<file path="src/hw/npx_pkg.sv">
// constants and types for the page xor ecc block
//
// Notes on behaviour
// - true byte parities: 7654, 7632, 7531
// - complementary byte parities: 3210, 5410, 6420
// - syndrome is stored code xor new code
// - pair 10 gives one, 01 gives zero
// - column parities xor byte parities over page
// - row parities split bytes by index bits
package npx_pkg;
  // ****************************************
  // page geometry
  // ****************************************
  localparam int NPX_ROW_LEVELS = 9;
  localparam int NPX_COL_LEVELS = 3;
  localparam int NPX_CODE_W = 2 * (NPX_ROW_LEVELS + NPX_COL_LEVELS);
  localparam logic [NPX_ROW_LEVELS-1:0] NPX_LAST_BYTE = 9'h1FF;
  // ****************************************
  // code layout: pair k at bits 2k+1 (true), 2k (comp); col pairs low
  // ****************************************
  localparam int NPX_ROW_BASE = 2 * NPX_COL_LEVELS;
  localparam logic [1:0] NPX_PAIR_ONE = 2'h2;
  localparam logic [1:0] NPX_PAIR_ZERO = 2'h1;
  localparam logic [1:0] NPX_PAIR_NONE = 2'h0;
  // bit masks for true parities per level, lo/mid/hi
  localparam logic [7:0] NPX_MASK_LO = 8'hAA;
  localparam logic [7:0] NPX_MASK_MID = 8'hCC;
  localparam logic [7:0] NPX_MASK_HI = 8'hF0;
  // result classes
  typedef enum logic [3:0] {
    NPX_RES_NONE = 4'h1,
    NPX_RES_ONE = 4'h2,
    NPX_RES_CODE = 4'h4,
    NPX_RES_MULTI = 4'h8
  } npx_result_t;
endpackage

</file>
<file path="src/hw/npx_page_ecc.sv">
// page xor ecc generator and checker
`timescale 1ns/1ns
module npx_page_ecc (
  input wire logic ref_clk_i,
  input wire logic reset_i,
  input wire logic page_start_i,
  input wire logic byte_valid_i,
  input wire logic [7:0] byte_data_i,
  input wire logic check_i,
  input wire logic [npx_pkg::NPX_CODE_W-1:0] stored_code_i,
  output logic [npx_pkg::NPX_CODE_W-1:0] new_code_o,
  output logic page_done_o,
  output logic result_valid_o,
  output logic [npx_pkg::NPX_CODE_W-1:0] syndrome_o,
  output logic [3:0] result_o,
  output logic [2:0] err_bit_o,
  output logic [8:0] err_byte_o
);
  import npx_pkg::*;

  // ****************************************
  // state
  // ****************************************
  typedef struct packed {
    logic [NPX_ROW_LEVELS-1:0] idx;
    logic [NPX_CODE_W-1:0] code;
    logic done;
    logic rvalid;
    logic [NPX_CODE_W-1:0] synd;
    logic [3:0] res;
    logic [2:0] ebit;
    logic [8:0] ebyte;
  } npx_state_t;

  npx_state_t st;
  npx_state_t next_st;

  logic [2:0] bt;
  logic [2:0] bc;
  logic bp;
  logic [NPX_CODE_W-1:0] pc;
  logic [NPX_CODE_W-1:0] acc;
  logic [NPX_CODE_W-1:0] sy;
  logic all_ok;
  logic any_set;
  logic [2:0] eb;
  logic [8:0] ey;
  logic [NPX_ROW_LEVELS-1:0] cur_idx;

  // ****************************************
  // byte parities
  // ****************************************
  always_comb begin
    // a byte that comes with the start strobe is byte zero, whatever index a cut page left
    cur_idx = page_start_i ? '0 : st.idx;
    bt[0] = ^(byte_data_i & NPX_MASK_LO);
    bt[1] = ^(byte_data_i & NPX_MASK_MID);
    bt[2] = ^(byte_data_i & NPX_MASK_HI);
    bc[0] = ^(byte_data_i & ~NPX_MASK_LO);
    bc[1] = ^(byte_data_i & ~NPX_MASK_MID);
    bc[2] = ^(byte_data_i & ~NPX_MASK_HI);
    bp = ^byte_data_i;
    pc = '0;
    for (int k = 0; k < NPX_COL_LEVELS; k++) begin
      pc[2*k+1] = bt[k];
      pc[2*k] = bc[k];
    end
    // whole-byte parity goes to true or comp row by index bit
    for (int k = 0; k < NPX_ROW_LEVELS; k++) begin
      pc[NPX_ROW_BASE+2*k+1] = bp & cur_idx[k];
      pc[NPX_ROW_BASE+2*k] = bp & ~cur_idx[k];
    end
  end

  // ****************************************
  // syndrome decode on the finished code
  // ****************************************
  always_comb begin
    acc = (page_start_i ? '0 : st.code) ^ pc;
    sy = stored_code_i ^ st.code;
    all_ok = 1'b1;
    any_set = |sy;
    eb = '0;
    ey = '0;
    for (int k = 0; k < NPX_CODE_W/2; k++) begin
      if (sy[2*k+:2] != NPX_PAIR_ONE && sy[2*k+:2] != NPX_PAIR_ZERO) begin
        all_ok = 1'b0;
      end
    end
    for (int k = 0; k < NPX_COL_LEVELS; k++) begin
      eb[k] = (sy[2*k+:2] == NPX_PAIR_ONE);
    end
    for (int k = 0; k < NPX_ROW_LEVELS; k++) begin
      ey[k] = (sy[NPX_ROW_BASE+2*k+:2] == NPX_PAIR_ONE);
    end
  end

  // ****************************************
  // next state
  // ****************************************
  always_comb begin
    next_st = st;
    next_st.done = 1'b0;
    next_st.rvalid = 1'b0;
    if (page_start_i) begin
      next_st.idx = '0;
      next_st.code = '0;
    end
    if (byte_valid_i) begin
      next_st.code = acc;
      next_st.idx = cur_idx + 9'h001;
      next_st.done = (cur_idx == NPX_LAST_BYTE);
    end
    // check uses the code as it stands; issue after page_done_o
    if (check_i) begin
      next_st.rvalid = 1'b1;
      next_st.synd = sy;
      next_st.ebit = '0;
      next_st.ebyte = '0;
      if (!any_set) begin
        next_st.res = NPX_RES_NONE;
      end else if (all_ok) begin
        next_st.res = NPX_RES_CODE;
        next_st.ebit = eb;
        next_st.ebyte = ey;
      end else if (sy == (sy & -sy)) begin
        // a single flipped bit in the stored code itself
        next_st.res = NPX_RES_ONE;
      end else begin
        next_st.res = NPX_RES_MULTI;
      end
    end
  end

  always_ff @(posedge ref_clk_i or posedge reset_i) begin
    if (reset_i) begin
      st <= '{idx: '0, code: '0, done: 1'b0, rvalid: 1'b0, synd: '0,
              res: NPX_RES_NONE, ebit: '0, ebyte: '0};
    end else begin
      st <= next_st;
    end
  end

  assign new_code_o = st.code;
  assign page_done_o = st.done;
  assign result_valid_o = st.rvalid;
  assign syndrome_o = st.synd;
  assign result_o = st.res;
  assign err_bit_o = st.ebit;
  assign err_byte_o = st.ebyte;

  // ****************************************
  // checks
  // ****************************************
  chk_col_hi_pair: assert property (@(posedge ref_clk_i) disable iff (reset_i)
    byte_valid_i && !page_start_i |=> new_code_o[5] == $past(st.code[5] ^ (^byte_data_i[7:4])))
    else $error("high column parity wrong");
  chk_col_lo_comp: assert property (@(posedge ref_clk_i) disable iff (reset_i)
    byte_valid_i && page_start_i |=> new_code_o[0] == $past(^{byte_data_i[6], byte_data_i[4],
      byte_data_i[2], byte_data_i[0]}))
    else $error("low comp parity wrong");
  chk_mid_true: assert property (@(posedge ref_clk_i) disable iff (reset_i)
    byte_valid_i && page_start_i |=> new_code_o[3] == $past(^{byte_data_i[7:6], byte_data_i[3:2]}))
    else $error("mid true parity wrong");
  chk_synd_xor: assert property (@(posedge ref_clk_i) disable iff (reset_i)
    check_i |=> syndrome_o == $past(stored_code_i ^ new_code_o))
    else $error("syndrome not xor of codes");
  chk_row_top: assert property (@(posedge ref_clk_i) disable iff (reset_i)
    byte_valid_i && !page_start_i && st.idx[8] |=> new_code_o[23] == $past(st.code[23] ^ (^byte_data_i)))
    else $error("top row parity wrong");
  chk_bit_decode: assert property (@(posedge ref_clk_i) disable iff (reset_i)
    result_valid_o && result_o == NPX_RES_CODE |-> err_bit_o[2] == (syndrome_o[5:4] == NPX_PAIR_ONE))
    else $error("bit decode wrong");
  chk_byte_report: assert property (@(posedge ref_clk_i) disable iff (reset_i)
    result_valid_o && result_o == NPX_RES_CODE |-> err_byte_o[0] == syndrome_o[7])
    else $error("byte index wrong");
  chk_page_end: assert property (@(posedge ref_clk_i) disable iff (reset_i)
    page_done_o |-> $past(byte_valid_i) && st.idx == '0)
    else $error("page end misplaced");
  // running code, one byte at a time
  chk_start_row: assert property (@(posedge ref_clk_i) disable iff (reset_i)
    byte_valid_i && page_start_i |=> !new_code_o[23] && new_code_o[22] == $past(^byte_data_i))
    else $error("first byte not in low rows");
  chk_col_lo_true: assert property (@(posedge ref_clk_i) disable iff (reset_i)
    byte_valid_i && !page_start_i |=> new_code_o[1] == $past(st.code[1] ^
      (^{byte_data_i[7], byte_data_i[5], byte_data_i[3], byte_data_i[1]})))
    else $error("low column parity wrong");
  chk_col_hi_comp: assert property (@(posedge ref_clk_i) disable iff (reset_i)
    byte_valid_i && !page_start_i |=> new_code_o[4] == $past(st.code[4] ^ (^byte_data_i[3:0])))
    else $error("high comp parity wrong");
  chk_row_top_comp: assert property (@(posedge ref_clk_i) disable iff (reset_i)
    byte_valid_i && !page_start_i && !st.idx[8] |=> new_code_o[22] == $past(st.code[22] ^ (^byte_data_i)))
    else $error("top row comp parity wrong");
  // a byte taken twice would show here as a code that moves while idle
  chk_idle_hold: assert property (@(posedge ref_clk_i) disable iff (reset_i)
    !byte_valid_i && !page_start_i |=> $stable(new_code_o))
    else $error("code moved without a byte");
  chk_done_pulse: assert property (@(posedge ref_clk_i) disable iff (reset_i)
    page_done_o |=> !page_done_o)
    else $error("page done longer than one cycle");
  // check and report
  chk_valid_pulse: assert property (@(posedge ref_clk_i) disable iff (reset_i)
    check_i |=> result_valid_o)
    else $error("no result after check");
  chk_result_hold: assert property (@(posedge ref_clk_i) disable iff (reset_i)
    !check_i |=> $stable(result_o) && $stable(syndrome_o))
    else $error("result changed without check");
  chk_clean_none: assert property (@(posedge ref_clk_i) disable iff (reset_i)
    result_valid_o && syndrome_o == '0 |-> result_o == NPX_RES_NONE)
    else $error("clean syndrome not reported clean");
  chk_report_zero: assert property (@(posedge ref_clk_i) disable iff (reset_i)
    result_valid_o && result_o != NPX_RES_CODE |-> err_bit_o == '0 && err_byte_o == '0)
    else $error("location reported without correctable error");
  // ****************************************
  // cover points
  // ****************************************
  cov_clean: cover property (@(posedge ref_clk_i) result_valid_o && result_o == NPX_RES_NONE);
  cov_single: cover property (@(posedge ref_clk_i) result_valid_o && result_o == NPX_RES_ONE);
  cov_fix: cover property (@(posedge ref_clk_i) result_valid_o && result_o == NPX_RES_CODE);
  cov_multi: cover property (@(posedge ref_clk_i) result_valid_o && result_o == NPX_RES_MULTI);
  cov_page: cover property (@(posedge ref_clk_i) page_done_o);
endmodule

</file>
<file path="config.mk">
export PLATFORM = sky130hd
export DESIGN_NAME = npx_page_ecc
export DESIGN_NICKNAME = d
export VERILOG_FILES = /design/src/hw/npx_pkg.sv /design/src/hw/npx_page_ecc.sv
export SDC_FILE = /design/constraint.sdc
export NUM_CORES = 1
export LEC_CHECK = 0
export BUFFER_PORTS_ARGS = -buffer_cell sky130_fd_sc_hd__buf_4
export CORE_MARGIN = 1.5
export CORE_UTILIZATION = 55
export CTS_CLUSTER_SIZE = 25
export DETAILED_ROUTE_END_ITERATION = 8
export PLACE_DENSITY = 0.81
export SLEW_MARGIN = 0
export SYNTH_ARGS = -nofsm -noshare
export SYNTH_HDL_FRONTEND = slang
export SYNTH_SLANG_ARGS = --single-unit
</file>
<file path="constraint.sdc">
create_clock -name ref_clk_i -period 5.3 [get_ports ref_clk_i]
set_input_delay 0 -clock ref_clk_i [delete_from_list [all_inputs] [get_ports ref_clk_i]]
set_output_delay 0 -clock ref_clk_i [all_outputs]
set_load 0.1 [all_outputs]
</file>
# Word level (Yosys, flattened, before mapping)
# Index checks and enable logic that the tools add are counted.
dict set report word_totals {
  word_cells 121
  mem_bits_ro 0
  in_bits 37
  register_bits 75
  latch_bits 0
  ram_bits 0
  output_inout_bits 66
  n_memories 0
}
dict set report op_classes {
  bitwise_logic 30
  shifts 0
  n_eq_ne 38
  order_cmp 0
  mux 22
  add_sub_neg 2
  mul 0
  div 0
  reduce_logical 21
}
# cell n
set op_table {}
lappend op_table {{XOR reduction 8 bit} 7}
lappend op_table {{XOR 24 bit} 2}
lappend op_table {{two-way mux 41 bit} 1}
lappend op_table {{two-way mux 34 bit} 1}
lappend op_table {{two-way mux 33 bit} 1}
lappend op_table {{AND 24 bit} 1}
lappend op_table {{== test 2 bit (second input constant)} 12}
lappend op_table {{== test 24 bit} 1}
lappend op_table {{two-way mux 12 bit} 2}
lappend op_table {{two-way mux 24 bit} 1}
lappend op_table {{!= test 2 x 1 -> 1 bit (second input constant)} 12}
lappend op_table {{!= test 2 bit (second input constant)} 12}
lappend op_table {{negator 24 bit} 1}
lappend op_table {{OR reduction 24 bit} 1}
lappend op_table {{AND 1 bit} 18}
lappend op_table {{logical AND 1 bit} 12}
lappend op_table {{two-way mux 1 bit} 12}
lappend op_table {{two-way mux 4 bit} 3}
lappend op_table {{adder 9 x 1 -> 9 bit (second input constant)} 1}
lappend op_table {{== test 9 bit (second input constant)} 1}
lappend op_table {{two-way mux 9 bit} 1}
lappend op_table {{inverter 1 bit} 9}
lappend op_table {{nonzero test 2 bit} 1}

# Longest topological paths before layout
# Gate-level depths: netlist of run 1.
dict set report depth {
  ltp_word 18
  mapped_depth 9
}

# Worst setup path after synthesis of run 1
# No wires, ideal clock.
dict set report synth_path {
  path_kind {register to register}
  start {register st, in the netlist new_code_o[0]}
  end {register st, in the netlist result_o[3]}
  path_buffers 0
  t_arrival_ns 2.391
  synth_period_minus_slack_ns 2.530
  setup_slack_ns 2.770
  path_stages_with_launch 9
  setup_ns 0.138
  cell_sequence {dfrtp_1 > xnor2_1 > inv_1 > ha_1 > o21bai_1 > or4_1 > or4_1 > a2111oi_2 > a31oi_1}
}
dict set report synth_via {
  elab_chain_len 17
}
# item line_no
set synth_rtl {}
lappend synth_rtl {{start: declaration} npx_page_ecc.sv:35} ;# npx_state_t st;
lappend synth_rtl {{start signal: assignment} npx_page_ecc.sv:137} ;# st <= '{idx: '0, code: '0, done: 1'b0, rvalid: 1'b0, synd: '0,
lappend synth_rtl {{start signal: assignment} npx_page_ecc.sv:140} ;# st <= next_st;
lappend synth_rtl {{XOR 24 bit *} npx_page_ecc.sv:80} ;# sy = stored_code_i ^ st.code;
lappend synth_rtl {{via sy[0]} npx_page_ecc.sv:43} ;# logic [NPX_CODE_W-1:0] sy;
lappend synth_rtl {{!= test 2 bit or != test 2 x 1 -> 1 bit (tied branches)} npx_page_ecc.sv:86} ;# if (sy[2*k+:2] != NPX_PAIR_ONE && sy[2*k+:2] != NPX_PAIR_ZERO) begin
lappend synth_rtl {{logical AND 1 bit} npx_page_ecc.sv:86}
lappend synth_rtl {{two-way mux 1 bit (12 in a row)} npx_page_ecc.sv:86}
lappend synth_rtl {{two-way mux 4 bit} npx_page_ecc.sv:122} ;# end else if (all_ok) begin
lappend synth_rtl {{two-way mux 4 bit *} npx_page_ecc.sv:120} ;# if (!any_set) begin
# Mark *: on every way through the listed nets, which the timed path passes. The rest lies on a longest branch.
# A chain may end at the register's enable or synchronous reset.

# Final worst setup path of run 1
dict set report layout_path {
  start {register st, in the netlist new_code_o[9]}
  end {register st, in the netlist result_o[3]}
}
dict set report layout_via {
  elab_chain_len 13
}
# item line_no
set layout_rtl {}
lappend layout_rtl {{XOR 24 bit *} npx_page_ecc.sv:80}
lappend layout_rtl {{parallel branches: the longest is 11 deep, another holds negator 24 bit} --}
lappend layout_rtl {{two-way mux 4 bit *} npx_page_ecc.sv:120}
# Every way passes the cells marked *.

==> results of run 1 <==
synthesized netlist by cell type, types with 12 or more instances:
master     n  area [sq um]
nand3_1   18          90.1
dfrtp_1   74          1850
ha_1      27           338
clkbuf_1  14          52.6
a21oi_1   36           180
a22o_1    12           105
nor2_1    42           158
buf_4     64           480
xor2_1    15           131
nand2_1   22          82.6
nor2b_1   12          75.1
inv_1     27           101
xnor2_1   45           394
what timing repair did:
item / 4_1_cts / 5_1_grt
gates resized for setup: 0 / 0
endpoints found under the hold margin: 63 / 0
hold buffers: 1 / 0
power by group:
group          internal (mW)  switching [mW]
Combinational          0.321            1.01
Clock                  0.274           0.213
Sequential             0.660          0.0800
Total                   1.25            1.31
flip-flops by register name (all words and copies together) (netlist names):
signal	count
new_code_o	24
st	9
syndrome_o	24
err_byte_o	9
page_done_o	1
result_valid_o	1
result_o	4
err_bit_o	3
metal layers:
metal | wire length, microns | global-route usage [%]
met1 | 4890 | 35.2
met2 | 5390 | 41.7
met3 | 687 | 5.26
met4 | 125 | 7.84
met5 | 0 | 0
worst min-delay path by stage:
stage	endpoint	start
global placement	syndrome_o[5]$_DFFE_PP0P_	reset_i
finish	syndrome_o[2]$_DFFE_PP0P_	stored_code_i[2]
CTS	st[70]$_DFFE_PP0P_	page_start_i
floorplan	result_valid_o$_DFF_PP0_	check_i
global route	result_valid_o$_DFF_PP0_	check_i
detailed placement	syndrome_o[4]$_DFFE_PP0P_	reset_i
logic make-up after synthesis:
kind of cell | after synthesis | share of synthesized area [%]
simple gates | 136 | 14.9
compound gates | 80 | 11.4
buf+inv | 106 | 13.7
flops | 75 | 40.2
xor+xnor | 64 | 12.6
fa+ha+maj | 27 | 7.22
worst reg2reg max path, stage by stage (launching register included):
cell and delay [ns]:
dfrtp_1 0.42, xnor2_1 0.58, ha_1 0.34, o21bai_1 0.13, or4_1 0.53, or4_1 0.45, a2111oi_2 0.29, a31oi_1 0.12
stage by stage:
step / std cells / power (mW) / hold WS, ns / worst slack, ns
floorplan: 488 / 1.88 / 0.0314 / 2.77
global placement: 620 / 2.08 / 0.341 / 2.29
detailed placement: 620 / 2.08 / 0.362 / 2.32
CTS: 636 / 2.58 / 0.0182 / 2.28
global route: 636 / 2.68 / 0.0383 / 2.08
finish: 636 / 2.56 / 0.0256 / 2.32
layout make-up:
cell class	instances	area, sq um
clock buffer	10	138
timing repair buffer	107	806
tap	105	131
inverter	27	101
clock inverter	5	77.6
sequential	75	1880
multi-input combinational	307	2160
fill	687	2930
==> flow_summary_export.csv, run 1 <==
group,metric,value,unit
sta,max_slew_margin,36.2,%
setup_path,rr_startpoint,"new_code_o[9]$_DFFE_PP0P_",
finish,highest_count_cells_in_the_layout_ignoring_fill_and_taps,"106 x buf_4, 74 x dfrtp_1, 45 x xnor2_1, 42 x nor2_1, 36 x a21oi_1",
synthesis,synth_ff_type,"dfrtp_1",
synthesis,synth_edf_count,0,
sta,fin_max_slew_vios,0,
run,max-cap-violations,0,
setup_path,cp-end-kind,"register",
routing,detail_route.iter0.violations,163,
routing,drt_wl_total,11100,microns
power,static-leakage-power,2.45,nW
finish,drive_gt1_share,25.0,%
setup_path,crit_path_cell_trace,"xnor2_1, ha_1, o21bai_1, or4_1, or4_1, a2111oi_2, a31oi_1",
floorplanning,fp.coreArea,8220,sq um
finish,finish.instance_area,5290,sq um
synthesis,syn_inst,488,
sta,finClkSkew,0.0143,ns
sta,grt_setup_unrepaired,"no",
global_route,first_global_vias,3325,
routing,ratio_of_routed_vias_to_standard_cells,5.48,
synthesis,syn-num-nets,552,
place,dpl.hpwl,8350,microns
setup_path,rrSetupSlack,2.32,ns
setup_path,worst-r2r-cell-count,7,
finish,finalCoreUtilization,64.4,%
finish,syn2layout_area_growth,13.1,%
clock_network,h_tree_level_count,3,
setup_path,timing.critical_path.from_type,"register",
sta,finalHoldViolCount,0,
finish,layout_commonest_cell,"buf_4",
routing,final_antenna_net_count,0,
synthesis,post_synth_num_cell_types,44,
sta,fin_tns_setup,0,ns
routing,detail_route.wl_per_cell,17.4,microns
setup_path,data_required_time_of_the_critical_path,5.51,ns
sta,finalSetupViolations,0,
place,gp_routability_congestion,0.922,
synthesis,synth_sequential_area_ratio,40.2,%
setup_path,worst_path_dominant_cell_family,"simple AND/OR/NAND/NOR gates",
floorplanning,boundaryPins,103,
synthesis,postSynthRegisterBits,75,
setup_path,critical_path_cell_count,7,
global_route,overflow,0,
global_route,pin_count_of_the_biggest_net_entering_global_routing,76,
setup_path,worst_setup_path_startpoint,"new_code_o[9]$_DFFE_PP0P_",
floorplanning,dieHeight,95.2,microns
clock_network,clock_tree.buffer_depth,2,
worst_hold_path,whs_path_depth,3,
floorplanning,chipWidth,95.2,microns
clock_network,post_cts.repair.setup_buffers,0,
floorplanning,placementRows,33,
routing,vias,3486,
place,placed_cell_area,5070,sq um
routing,dr_pass1_iterations,4,
clock_network,clk_latency,0.35,ns
setup_path,crit-reg2reg-capture,"result_o[3]$_DFFE_PP0P_",
setup_path,endpoint,"result_o[3]$_DFFE_PP0P_",
global_route,number_of_antenna_violations_at_the_first_check_in_global_routing,0,
power,max-vdd-ir-drop,0.349,mV
sta,final.period_utilization,56.3,%
global_route,grt.total_usage,25.9,%
global_route,grt_first_pass_wirelength,17700,microns
setup_path,path_buf_inv,0,
setup_path,critical_path.slowest_cell,"xnor2_1",
finish,final_nets,591,
sta,max_slew.worst_pin.slew,0.958,ns
synthesis,synthesis.area,4680,sq um
floorplanning,floorplan.initialDensity,56.9,%
finish,diodes,0,
status,run_status,"finished clean",
setup_path,crit_path_frequent_cell,"or4_1",
clock_network,numClockSinks,75,
sta,clock.fmax,335,MHz
power,power-per-cell-area,484,nW/um^2
place,placement.io_buffers,102,
clock_network,clock-root-buffer,"clkbuf_8",
clock_network,clock_tree_from_tritoncts,"built",
synthesis,synth_area_per_cell,9.58,sq um
synthesis,synthesis.yosys.warnings,0,
sta,post-route-min-period,2.98,ns
clock_network,cts_buffers,9,
setup_path,critical_path_arrival,3.19,ns
routing,count_of_unresolved_drc_violations_after_routing,0,
worst_hold_path,timing.hold.worst.class,"in2reg",
setup_path,worstPathMaxFanout,7,
floorplanning,die_area,9070,sq um
setup_path,critPathKind,"reg2reg",
setup_path,critPathMaxStageDelay,0.58,ns
synthesis,asyncSetResetFlopFracSynth,100,%
clock_network,clock_slew_at_reported_path_ffs,0.08,ns
No activity file was read; power rests on OpenSTA's default activity.
==> run 2: changes to the inputs <==
==> constraint.sdc (replaced) <==
create_clock -name ref_clk_i -period 2.9 [get_ports ref_clk_i]
set_input_delay 0 -clock ref_clk_i [delete_from_list [all_inputs] [get_ports ref_clk_i]]
set_output_delay 0 -clock ref_clk_i [all_outputs]
set_load 0.1 [all_outputs]
==> flow_summary_export.csv, run 2 (same netlist as run 1, synthesis figures left out) <==
group,metric,value,unit
sta,fin_tns_setup,0,ns
clock_network,cts_resized,0,
setup_path,worstPathMaxFanout,4,
sta,max_slew_margin,43.3,%
finish,final_nets,614,
global_route,number_of_antenna_violations_at_the_first_check_in_global_routing,0,
place,placement.io_buffers,102,
setup_path,critical_path_arrival,2.82,ns
sta,hold_slack,0.0325,ns
routing,count_of_unresolved_drc_violations_after_routing,0,
sta,final.period_utilization,89.9,%
setup_path,cp-end-kind,"register",
sta,max_slew.worst_pin.slew,0.849,ns
routing,vias,3648,
sta,grt_setup_unrepaired,"no",
sta,finClkSkew,0.0141,ns
finish,finish.instance_area,5520,sq um
place,dpl.hpwl,8700,microns
finish,drive_gt1_share,27.9,%
finish,finalCoreUtilization,67.1,%
finish,layout_commonest_cell,"buf_4",
power,static-leakage-power,2.58,nW
clock_network,post_cts.repair.setup_buffers,0,
clock_network,cts_buffers,9,
finish,diodes,0,
finish,fillers,647,
sta,clock.fmax,384,MHz
setup_path,data_required_time_of_the_critical_path,3.11,ns
floorplanning,fp.coreArea,8220,sq um
routing,final_antenna_net_count,0,
routing,dr_pass1_iterations,6,
global_route,pin_count_of_the_biggest_net_entering_global_routing,54,
finish,final_cell_count_no_fill,660,
routing,detail_route.iter0.violations,218,
setup_path,rrSetupSlack,0.29,ns
clock_network,h_tree_level_count,3,
clock_network,clock_tree.buffer_depth,2,
clock_network,clock-root-buffer,"clkbuf_8",
finish,syn2layout_area_growth,18.0,%
power,power-per-cell-area,898,nW/um^2
global_route,grt.total_usage,26.8,%
sta,finalSetupViolations,0,
global_route,overflow,0,
finish,highest_count_cells_in_the_layout_ignoring_fill_and_taps,"127 x buf_4, 74 x dfrtp_1, 45 x xnor2_1, 42 x nor2_1, 36 x a21oi_1",
sta,finalHoldViolCount,0,
floorplanning,chipWidth,95.2,microns
global_route,grt_first_pass_wirelength,18300,microns
power,max-vdd-ir-drop,0.734,mV
worst_hold_path,timing.hold.worst.class,"in2reg",
clock_network,clock_slew_at_reported_path_ffs,0.09,ns
floorplanning,boundaryPins,103,
global_route,first_global_vias,3551,
routing,drt_wl_total,11600,microns
setup_path,timing.critical_path.from_type,"register",
place,gp_routability_congestion,0.899,
floorplanning,dieHeight,95.2,microns
clock_network,numClockSinks,75,
floorplanning,die_area,9070,sq um
sta,fin_max_slew_vios,0,
place,placed_cells_incl_taps,642,
clock_network,clock_tree_from_tritoncts,"built",
clock_network,clk_latency,0.35,ns
routing,detail_route.wl_per_cell,17.5,microns
status,run_status,"finished clean",
setup_path,critPathKind,"reg2reg",
floorplanning,floorplan.initialDensity,56.9,%
place,placed_cell_area,5240,sq um
routing,ratio_of_routed_vias_to_standard_cells,5.53,
run,max-cap-violations,0,
sta,post-route-min-period,2.61,ns
floorplanning,placementRows,33,
[run 2: cell count changes in the layout (fill, tap and decap cells not counted), sizes merged]
cell / before / now
clkinv: 2 / 0
bufinv: 2 / 3
dlygate4sd3: 1 / 2
clkbuf: 10 / 12
buf: 106 / 128
[run 2: critical path, cell delays in order, from the launching register on]
cell	delay, ns
dfrtp_1	0.41
xnor2_1	0.31
inv_1	0.08
ha_1	0.18
o21bai_1	0.16
or4_1	0.51
or4_1	0.42
a2111oi_2	0.30
a31oi_1	0.12
[run 2: final timing paths]
path                                                start                         end  cells after the start
worst max-delay path            new_code_o[0]$_DFFE_PP0P_     result_o[3]$_DFFE_PP0P_                      8
worst min-delay path                         page_start_i  new_code_o[21]$_DFFE_PP0P_                      2
worst max register to register  new_code_o[0]$_DFFE_PP0P_     result_o[3]$_DFFE_PP0P_                      8
worst min register to register    result_o[2]$_DFFE_PP0P_     result_o[2]$_DFFE_PP0P_                      1
max in group asynchronous                         reset_i     result_o[0]$_DFFE_PP1P_                      4
min in group asynchronous                         reset_i          st[72]$_DFFE_PP0P_                      3
[run 2: power breakdown]
group          switching, mW  leakage (nW)  internal (mW)  total, mW
registers              0.141         0.947           1.21       1.35
logic                   1.90          1.52          0.696       2.59
clock network          0.391         0.123          0.620       1.01
total                   2.43          2.58           2.52       4.95
[run 2: cell type report]
type	count	area [sq um]	area share [%]
inverters	27	101	1.84
well taps	105	131	2.38
clock buffers	12	155	2.81
repair buffers	130	993	18.0
multi-input cells	307	2160	39.1
clock inverters	4	97.6	1.77
flip-flops and latches	75	1880	34.0
[run 2: per-stage QoR]
step	power, mW	setup slack [ns]
2_1_floorplan	3.43	0.370
3_3_place_gp	3.92	0.363
3_5_place_dp	3.95	0.294
4_1_cts	4.97	0.286
5_1_grt	5.19	0.0873
6_report	4.95	0.294
[run 2: routing by layer]
metal | global-route usage, % | routed length [microns] | vias up
met5 | 0 | 0 | -
met3 | 6.38 | 810 | 17
met1 | 35.4 | 4900 | 1760
met2 | 43.3 | 5680 | 162
met4 | 8.71 | 184 | 0
li1 | - | - | 1709
[run 2: timing repair]
item,4_1_cts,5_1_grt
hold endpoints to repair,38,0
endpoints found under the setup margin,0,0
hold buffers,2,0
